==> src/rtl/swcu_pkg.sv <==
// Constants and types for the serial wiper command unit
package swcu_pkg;
    // Type code value is arbitrary
    localparam logic [3:0] DEVICE_TYPE_FIELD = 4'ha;
    localparam logic [3:0] OP_READ_WIPER = 4'h9;
    localparam logic [3:0] OP_WRITE_WIPER = 4'ha;
    localparam logic [3:0] OP_READ_SETTING = 4'hb;
    localparam logic [3:0] OP_WRITE_SETTING = 4'hc;
    localparam logic [3:0] OP_SETTING_TO_WIPER = 4'hd;
    localparam logic [3:0] OP_WIPER_TO_SETTING = 4'he;
    localparam logic [3:0] OP_INC_DEC = 4'h2;
    localparam logic [3:0] OP_STATUS_READ = 4'h5;
    localparam int CLK_PERIOD_NS = 5;
    localparam int NV_WRITE_TIME_US = 10000;
    localparam int NV_WRITE_CYCLES = (NV_WRITE_TIME_US * 1000) / CLK_PERIOD_NS;
    localparam int WIPER_SETTLE_TIME_NS = 100;
    localparam int WIPER_SETTLE_CYCLES = (WIPER_SETTLE_TIME_NS + CLK_PERIOD_NS - 1) / CLK_PERIOD_NS;
    localparam logic [7:0] DEFAULT_SETTING_RESET = 8'h80;
    localparam logic [7:0] WIPER_MAX = 8'hff;
    localparam logic [7:0] WIPER_MIN = 8'h00;
    typedef enum logic [2:0] {
        SWCU_IDLE = 3'b000,
        SWCU_ID = 3'b001,
        SWCU_INSTR = 3'b010,
        SWCU_DATA = 3'b011,
        SWCU_INCDEC = 3'b100,
        SWCU_DONE = 3'b101,
        SWCU_IGNORE = 3'b110
    } swcu_state_t;
endpackage : swcu_pkg

==> src/rtl/swcu_top.sv <==
// Serial command unit for one digital potentiometer
//
// Contract
// - Write protect low blocks nonvolatile writes
// - Sample serial input on rising clock
// - Serial output tri-stated when not driving
// - Exactly one tap switch on
// - Decode wiper position to one-of-256
// - Wiper changes only by four causes
// - Power-up loads wiper from default setting
// - Nonvolatile write finishes within 10ms
// - Each setting register holds 8 bits
// - Status byte returns write busy flag
// - First byte is identification, type checked
// - Address bits must match address pins
// - Second byte: opcode, register, bank
// - Sixteen registers as four banks
// - Wiper transfers only with bank zero
// - Data commands use three-byte frames
// - Transfers use two-byte frames
// - Setting-to-wiper moves after settle delay
// - Wiper-to-setting is timed nonvolatile write
// - Increment/decrement steps per clock by input
// - Save starts at select rise, busy set
// - Read data changes on falling clock
// - Hold pauses frame, state kept
// - Decode the eight opcodes
// - Deselected while select high
`timescale 1ns/1ps
module swcu_top #(
    parameter int NV_CYCLES = swcu_pkg::NV_WRITE_CYCLES
) (
    input wire logic i_clk,
    input wire logic i_reset,
    input wire logic i_cs_n,
    input wire logic i_sck,
    input wire logic i_si,
    input wire logic i_hold_n,
    input wire logic i_write_protect_n,
    input wire logic i_addr_pin_hi,
    input wire logic i_addr_pin_lo,
    output logic o_so,
    output logic o_so_oe,
    output logic [255:0] o_tap_sel,
    output logic [7:0] o_wiper_position,
    output logic o_write_busy_flag
);
    import swcu_pkg::*;

    // Two-flop synchronisers for all pins
    logic [6:0] sync1;
    logic [6:0] sync2;
    logic [6:0] sync3;
    always_ff @(posedge i_clk) begin
        if (i_reset) begin
            sync1 <= 7'h70;
            sync2 <= 7'h70;
            sync3 <= 7'h70;
        end else begin
            sync1 <= {i_hold_n, i_write_protect_n, i_cs_n, i_sck, i_si, i_addr_pin_hi, i_addr_pin_lo};
            sync2 <= sync1;
            sync3 <= sync2;
        end
    end
    logic cs_n_s, sck_s, si_s, wp_n_s, hold_n_s, addr_hi_s, addr_lo_s;
    logic sck_rise, sck_fall, cs_fall, cs_rise;
    assign hold_n_s = sync2[6];
    assign wp_n_s = sync2[5];
    assign cs_n_s = sync2[4];
    assign sck_s = sync2[3];
    assign si_s = sync2[2];
    assign addr_hi_s = sync2[1];
    assign addr_lo_s = sync2[0];
    // Hold freezes edges so the frame survives a pause
    assign sck_rise = sck_s & ~sync3[3] & ~cs_n_s & hold_n_s;
    assign sck_fall = ~sck_s & sync3[3] & ~cs_n_s & hold_n_s;
    assign cs_fall = ~cs_n_s & sync3[4];
    assign cs_rise = cs_n_s & ~sync3[4];

    // Nonvolatile contents survive reset; only register 0 gets a default
    logic [7:0] setting_store [0:15] = '{0: DEFAULT_SETTING_RESET, default: 8'h00};
    logic [3:0] save_idx, next_save_idx;
    logic [7:0] save_val, next_save_val;

    swcu_state_t state;
    swcu_state_t next_state;
    logic [7:0] shreg, next_shreg;
    logic [2:0] bitcnt, next_bitcnt;
    logic [3:0] opcode, next_opcode;
    logic [3:0] sel, next_sel;
    logic [7:0] wiper, next_wiper;
    logic [7:0] txreg, next_txreg;
    logic so, next_so;
    logic so_oe, next_so_oe;
    logic [7:0] pend_data, next_pend_data;
    logic pend_save, next_pend_save;
    logic [23:0] nv_cnt, next_nv_cnt;
    logic busy, next_busy;
    logic [7:0] settle_cnt, next_settle_cnt;
    logic [7:0] settle_val, next_settle_val;
    logic recalled, next_recalled;
    logic store_we;
    logic [7:0] byte_in;

    assign byte_in = {shreg[6:0], si_s};

    always_comb begin
        next_state = state;
        next_shreg = shreg;
        next_bitcnt = bitcnt;
        next_opcode = opcode;
        next_sel = sel;
        next_wiper = wiper;
        next_txreg = txreg;
        next_so = so;
        next_so_oe = so_oe;
        next_pend_data = pend_data;
        next_pend_save = pend_save;
        next_nv_cnt = nv_cnt;
        next_busy = busy;
        next_settle_cnt = settle_cnt;
        next_settle_val = settle_val;
        next_recalled = 1'b1;
        store_we = 1'b0;
        next_save_idx = save_idx;
        next_save_val = save_val;
        if (!recalled) begin
            next_wiper = setting_store[0];
        end
        if (settle_cnt != 8'h00) begin
            next_settle_cnt = settle_cnt - 8'h01;
            if (settle_cnt == 8'h01) begin
                next_wiper = settle_val;
            end
        end
        if (busy) begin
            if (nv_cnt == 24'h000001) begin
                next_busy = 1'b0;
                store_we = 1'b1;
            end
            next_nv_cnt = nv_cnt - 24'h000001;
        end
        if (cs_n_s) begin
            next_state = SWCU_IDLE;
            next_so_oe = 1'b0;
        end
        if (cs_fall) begin
            next_state = SWCU_ID;
            next_bitcnt = 3'h0;
            next_pend_save = 1'b0;
        end
        if (cs_rise && pend_save && !busy && wp_n_s) begin
            next_busy = 1'b1;
            next_nv_cnt = NV_CYCLES[23:0];
            // Latched so later frames during the save cannot retarget it
            next_save_idx = sel;
            next_save_val = pend_data;
            next_pend_save = 1'b0;
        end
        if (sck_rise) begin
            next_shreg = byte_in;
            next_bitcnt = bitcnt + 3'h1;
            case (state)
                SWCU_ID: begin
                    if (bitcnt == 3'h7) begin
                        if (byte_in[7:4] == DEVICE_TYPE_FIELD && byte_in[1] == addr_hi_s
                                && byte_in[0] == addr_lo_s) begin
                            next_state = SWCU_INSTR;
                        end else begin
                            next_state = SWCU_IGNORE;
                        end
                    end
                end
                SWCU_INSTR: begin
                    if (bitcnt == 3'h7) begin
                        next_opcode = byte_in[7:4];
                        next_sel = {byte_in[1:0], byte_in[3:2]};
                        next_state = SWCU_DATA;
                        case (byte_in[7:4])
                            OP_READ_WIPER: next_txreg = wiper;
                            OP_READ_SETTING: next_txreg = setting_store[{byte_in[1:0], byte_in[3:2]}];
                            OP_STATUS_READ: next_txreg = {7'h00, busy};
                            OP_WRITE_WIPER, OP_WRITE_SETTING: next_txreg = 8'h00;
                            OP_INC_DEC: next_state = SWCU_INCDEC;
                            OP_SETTING_TO_WIPER: begin
                                next_state = SWCU_DONE;
                                if (byte_in[1:0] == 2'b00) begin
                                    next_settle_val = setting_store[{2'b00, byte_in[3:2]}];
                                    next_settle_cnt = WIPER_SETTLE_CYCLES[7:0];
                                end
                            end
                            OP_WIPER_TO_SETTING: begin
                                next_state = SWCU_DONE;
                                if (byte_in[1:0] == 2'b00) begin
                                    next_pend_data = wiper;
                                    next_pend_save = 1'b1;
                                end
                            end
                            default: next_state = SWCU_IGNORE;
                        endcase
                    end
                end
                SWCU_DATA: begin
                    if (bitcnt == 3'h7) begin
                        next_state = SWCU_DONE;
                        if (opcode == OP_WRITE_WIPER) begin
                            next_wiper = byte_in;
                        end else if (opcode == OP_WRITE_SETTING) begin
                            next_pend_data = byte_in;
                            next_pend_save = 1'b1;
                        end
                    end
                end
                SWCU_INCDEC: begin
                    if (si_s && wiper != WIPER_MAX) begin
                        next_wiper = wiper + 8'h01;
                    end else if (!si_s && wiper != WIPER_MIN) begin
                        next_wiper = wiper - 8'h01;
                    end
                end
                default: begin
                end
            endcase
        end
        if (sck_fall) begin
            if (state == SWCU_DATA && (opcode == OP_READ_WIPER || opcode == OP_READ_SETTING
                    || opcode == OP_STATUS_READ)) begin
                next_so_oe = 1'b1;
                next_so = txreg[7];
                next_txreg = {txreg[6:0], 1'b0};
            end else begin
                next_so_oe = 1'b0;
            end
        end
    end

    always_ff @(posedge i_clk) begin
        if (i_reset) begin
            state <= SWCU_IDLE;
            shreg <= 8'h00;
            bitcnt <= 3'h0;
            opcode <= 4'h0;
            sel <= 4'h0;
            wiper <= 8'h00;
            txreg <= 8'h00;
            so <= 1'b0;
            so_oe <= 1'b0;
            save_idx <= 4'h0;
            save_val <= 8'h00;
            pend_data <= 8'h00;
            pend_save <= 1'b0;
            nv_cnt <= 24'h000000;
            busy <= 1'b0;
            settle_cnt <= 8'h00;
            settle_val <= 8'h00;
            recalled <= 1'b0;
        end else begin
            state <= next_state;
            shreg <= next_shreg;
            bitcnt <= next_bitcnt;
            opcode <= next_opcode;
            sel <= next_sel;
            wiper <= next_wiper;
            txreg <= next_txreg;
            so <= next_so;
            so_oe <= next_so_oe;
            save_idx <= next_save_idx;
            save_val <= next_save_val;
            pend_data <= next_pend_data;
            pend_save <= next_pend_save;
            nv_cnt <= next_nv_cnt;
            busy <= next_busy;
            settle_cnt <= next_settle_cnt;
            settle_val <= next_settle_val;
            recalled <= next_recalled;
        end
    end

    always_ff @(posedge i_clk) begin
        if (store_we) begin
            setting_store[save_idx] <= save_val;
        end
    end

    logic [255:0] next_tap;
    always_comb begin
        next_tap = 256'h0;
        next_tap[next_wiper] = 1'b1;
    end
    always_ff @(posedge i_clk) begin
        if (i_reset) begin
            o_tap_sel <= 256'h1;
            o_wiper_position <= 8'h00;
            o_write_busy_flag <= 1'b0;
            o_so <= 1'b0;
            o_so_oe <= 1'b0;
        end else begin
            o_tap_sel <= next_tap;
            o_wiper_position <= next_wiper;
            o_write_busy_flag <= next_busy;
            o_so <= next_so;
            o_so_oe <= next_so_oe & ~next_state[2] | next_so_oe & (next_state == SWCU_DATA);
        end
    end

    a_tap_onehot: assert property (@(posedge i_clk) disable iff (i_reset)
        $onehot(o_tap_sel) && o_tap_sel[o_wiper_position]) else $error("tap select not matching");
    a_busy_len: assert property (@(posedge i_clk) disable iff (i_reset)
        $rose(busy) |-> busy[*8]) else $error("busy too short");
    a_wp_block: assert property (@(posedge i_clk) disable iff (i_reset)
        !wp_n_s && cs_rise && !busy |=> !busy) else $error("write under protect");
    a_so_desel: assert property (@(posedge i_clk) disable iff (i_reset)
        cs_n_s |=> !so_oe) else $error("output driven deselected");
    a_sat_top: assert property (@(posedge i_clk) disable iff (i_reset)
        state == SWCU_INCDEC && sck_rise && si_s && wiper == WIPER_MAX |=> wiper == WIPER_MAX)
        else $error("wiper wrapped up");
    a_sat_bot: assert property (@(posedge i_clk) disable iff (i_reset)
        state == SWCU_INCDEC && sck_rise && !si_s && wiper == WIPER_MIN |=> wiper == WIPER_MIN)
        else $error("wiper wrapped down");
    a_ignore_quiet: assert property (@(posedge i_clk) disable iff (i_reset)
        state == SWCU_IGNORE |=> !so_oe) else $error("ignored frame drove output");
    a_recall: assert property (@(posedge i_clk) disable iff (i_reset)
        !recalled |=> wiper == $past(setting_store[0])) else $error("no recall");
    a_status_bit: assert property (@(posedge i_clk) disable iff (i_reset)
        state == SWCU_INSTR && sck_rise && bitcnt == 3'h7 && byte_in[7:4] == OP_STATUS_READ
        |=> txreg == {7'h00, $past(busy)}) else $error("status byte mismatch");
    c_write_save: cover property (@(posedge i_clk) $rose(busy));
    c_incdec: cover property (@(posedge i_clk) state == SWCU_INCDEC && sck_rise);
    c_read: cover property (@(posedge i_clk) $rose(so_oe));
    c_ignore: cover property (@(posedge i_clk) state == SWCU_IGNORE);
endmodule : swcu_top

==> config.mk <==
export PLATFORM = sky130hd
export DESIGN_NAME = swcu_top
export DESIGN_NICKNAME = d
export VERILOG_FILES = /design/src/rtl/swcu_pkg.sv /design/src/rtl/swcu_top.sv
export SDC_FILE = /design/constraint.sdc
export NUM_CORES = 1
export LEC_CHECK = 0
export BUFFER_PORTS_ARGS = -buffer_cell sky130_fd_sc_hd__buf_2
export CORE_MARGIN = 2
export CORE_UTILIZATION = 56
export DETAILED_ROUTE_END_ITERATION = 16
export GPL_TIMING_DRIVEN = 0
export PLACE_DENSITY = 0.79
export SYNTH_ARGS = -nofsm -noshare
export SYNTH_HDL_FRONTEND = slang
export SYNTH_SLANG_ARGS = --single-unit
==> constraint.sdc <==
create_clock -name i_clk -period 3.69 [get_ports i_clk]
set_input_delay 0.738 -clock i_clk [delete_from_list [all_inputs] [get_ports i_clk]]
set_output_delay 0.738 -clock i_clk [all_outputs]
set_load 0.05 [all_outputs]
==> results.sh <==
export IMPL_critPathRequiredTime_ns=4.19
export IMPL_antenna_found_initial=1
export IMPL_register_bit_count_reported_by_yosys=503
export IMPL_syn_instance_count=1521
export IMPL_synth_most_common_cell="dfxtp_1"
export IMPL_pwr_density_cell_mw_per_mm2=573
export IMPL_critPathKind="reg2reg"
export IMPL_floorplan_die_area_mm2=0.0325
export IMPL_detailedRoute_firstIterationViolations=1138
export IMPL_fin_total_pwr_uw=12100
export IMPL_globalRouteOverflowTotal=0
export IMPL_detail_route_wl_per_cell_um=21.3
export IMPL_path_depth=13
export IMPL_detail_route_antenna_nets=0
export IMPL_cts_root_buffer="clkbuf_16"
export IMPL_drc=0
export IMPL_synth_largest_type_area_fraction_pct=43.1
export IMPL_crit_path_start_kind="flip-flop"
export IMPL_final_period_minus_worst_setup_slack_ns=3.57
export IMPL_finalClockSkew_ns=0.0292
export IMPL_ir_worst_vdd_v=0.000382
export IMPL_detail_route_wirelength_um=48900
export IMPL_postLayoutSetupSlackWorst_ns=0.119
export IMPL_post_dp_hpwl_um=34000
export IMPL_placementRows=64
export IMPL_die_width_um=180
export IMPL_synth_seq_area_share_pct=65.1
export IMPL_slew_headroom_pct=14.1
export IMPL_ant_cells=0
export IMPL_num_cts_buffers=48
export IMPL_clock_sink_count=503
export IMPL_path_cells="clkbuf_2 > inv_1 > ha_1 > nor3b_2 > a21o_1 > a31oi_1 > o21ai_1 > a221o_1 > clkbuf_1 > or4_1 > clkbuf_1 > buf_2 > nor2_1"
export IMPL_cts_tree="built"
export IMPL_cts_max_path_bufs=3
export IMPL_area_delta_synth_final_pct=21.1
export IMPL_largest_register_ff_count=256
export IMPL_cp_num_buf_inv=5
export IMPL_cellLeakagePower_uw=0.00821
export IMPL_path_clk_slew_ns=0.06
export IMPL_io_pins=276
export IMPL_run_status="completed"
export IMPL_cellInternalPower_uw=8880
export IMPL_timing_hold_violations_final=0
export IMPL_worst_pin_slew_ns=1.28
export IMPL_nNetsFinal=1883
export IMPL_dr_pass1_iters=5
export IMPL_grt_util_all_layers_pct=29.3
export IMPL_count_of_input_and_output_buffers=274
export IMPL_rr_worst_depth=13
export IMPL_vias=13300
export IMPL_p_clk_share_pct=39.5
export IMPL_dp_slack_ns=-0.448
export IMPL_largest_delay_share_family_worst_path="buffers and inverters"
export IMPL_synth_nets=1540
export IMPL_report_final_setup_viol=0
export IMPL_switching_share_pct=26.6
export IMPL_largest_register="o_tap_sel"
export IMPL_fin_area_mm2=0.0211
export IMPL_layout_drive_gt1_share_pct=26.0
export IMPL_worst_path_most_repeated_cell="clkbuf_1"
export IMPL_floorplan_die_height_um=180
export IMPL_synthTopCellsByArea="dfxtp_1 (43%), edfxtp_1 (22%), nor2_1 (7.9%)"
export IMPL_worst_skew_pair_late_latency_ns=0.58
export IMPL_pwr_share_seq_pct=47.9
export IMPL_ys_top_cells_by_count="dfxtp_1 (375), nor2_1 (365), edfxtp_1 (128), nand2_1 (81), clkbuf_1 (78)"
export IMPL_max_cap_violations=0
export IMPL_min_path_type="in2reg"
export IMPL_syn_mean_instance_area_um2=11.5
export IMPL_finalMaxSlewViolations=0
export IMPL_power_combinational_fraction_pct=12.6
export IMPL_synth_enable_flop_cells=128
export IMPL_dpl_instance_area_mm2=0.0193
export IMPL_synth_cell_area_mm2=0.0174
export IMPL_synth_async_reset_ratio_pct=0
export IMPL_rsz0062_at_grt="true"
export IMPL_clock_fmax_ghz=0.280
export IMPL_worst_path_max_delay_cell="or4_1"
export IMPL_worst_endpoint_arrival_ns=4.08
export IMPL_synth_cell_type_count=77
export IMPL_post_route_period_util_pct=96.8
export IMPL_critPathMaxStageDelay_ns=0.51
export IMPL_routed_via_density=5.78
export IMPL_worstPathMaxFanout=10
export IMPL_whs_path_cells=2
export IMPL_largest_net_degree_at_the_start_of_global_routing=18
export IMPL_count_of_hold_fix_buffers_inserted_at_cts=0
export IMPL_yosysWarnings=0
export IMPL_core_mm2=0.0306
export IMPL_layout_top_registers="o_tap_sel: 256 flops, setting_store: 128 flops, nv_cnt: 24 flops"
export IMPL_total_switching_power_uw=3220
export IMPL_floorplan_initialDensity_pct=57.0
export IMPL_synth_top_flop_cell="dfxtp_1"
export IMPL_htree_levels=2
export IMPL_grt_first_pass_wirelength_um=74400
export IMPL_yosys_area_top_type="dfxtp_1"
export IMPL_worst_hold_slack_ns=0.364
export IMPL_global_placer_s_final_weighted_congestion=0.904
export IMPL_cp_end_kind="flip-flop"
export IMPL_first_global_vias=12700
-- layout by cell type (no fill, tap or decap), types with 19 or more instances in the layout --
| cell type | netlist | layout |
|---|---|---|
| nand2_1 | 81 | 80 |
| edfxtp_1 | 128 | 128 |
| xnor2_1 | 21 | 21 |
| nor2_1 | 365 | 361 |
| a21oi_1 | 63 | 63 |
| clkbuf_1 | 78 | 70 |
| buf_2 | 17 | 292 |
| mux2i_1 | 30 | 30 |
| dfxtp_1 | 375 | 375 |
| buf_4 | 0 | 22 |
| nor3_1 | 34 | 31 |
| mux4_2 | 40 | 40 |
| xor2_1 | 19 | 19 |
| clkbuf_16 | 0 | 50 |
-- timing repair --
item / CTS / global route
gates cloned: 0 / 0
endpoints found under the setup margin: 194 / 204
pin swaps: 6 / 3
hold endpoints to repair: 0 / 0
gates resized for setup: 15 / 29
setup buffers: 12 / 10
-- per-stage QoR --
stage,setup TNS [ns],cells,utilization [%]
floorplan,0,1521,-
global placement,-20.37,2191,63.1
detailed placement,-34.98,2191,63.1
CTS,0,2288,68.5
global route,-0.0265,2295,69.0
finish,0,2295,69.0
-- final timing paths --
path	startpoint	end	slack [ns]
setup reg to reg	o_wiper_position[0]	o_tap_sel[46]	0.12
setup / recovery	o_wiper_position[0]	o_tap_sel[46]	0.12
hold / removal	i_hold_n	sync1[6]	0.36
hold reg to reg	sync1[4]	sync2[4]	0.41
-- area by class of cell --
cell class,count,area (µm²)
inverter,12,45.0
timing repair buffer,296,1540
fill,2192,9480
clock buffer,70,1420
buffer,103,434
sequential,503,11400
clock inverter,15,124
multi-input combinational,900,5710
tap,396,495
-- routing by layer --
layer  global-route usage [%]  share of wire (%)
met4                     14.2                5.6
met5                        0                  0
met2                     50.9                 49
met3                     4.83                7.9
met1                     35.6                 37
-- power by group through the flow --
stage	Clock, µW	Combinational, µW	Sequential, µW
CTS	4810	1450	5790
global placement	0	1370	5910
floorplan	0	870	6030
global route	5020	1630	5800
finish	4770	1530	5800
detailed placement	0	1390	5910
-- kinds of logic (layout without fill, tap and decap cells) --
group	count (synthesis)	count (layout)	share of synthesized area, %
AOI/OAI and AO/OA	155	155	5.99
xor gates and xnor gates	40	40	2.01
adders and majority gates	10	10	0.718
buffers and inverters	118	496	2.71
DFF	503	503	65.1
muxes	71	71	6.96
and+or+nand+nor	624	624	16.5
-- worst reg2reg max path: cells and delay by family, from the launching register on --
family                   cells  cell delay (ns)
flip-flops                   1             0.35
AO/OA/AOI/OAI                4             0.98
buffers and inverters        5             1.09
adder cells (fa/ha/maj)      1             0.27
AND/OR/NAND/NOR              3             0.83
(Power assumes the default switching activity.)
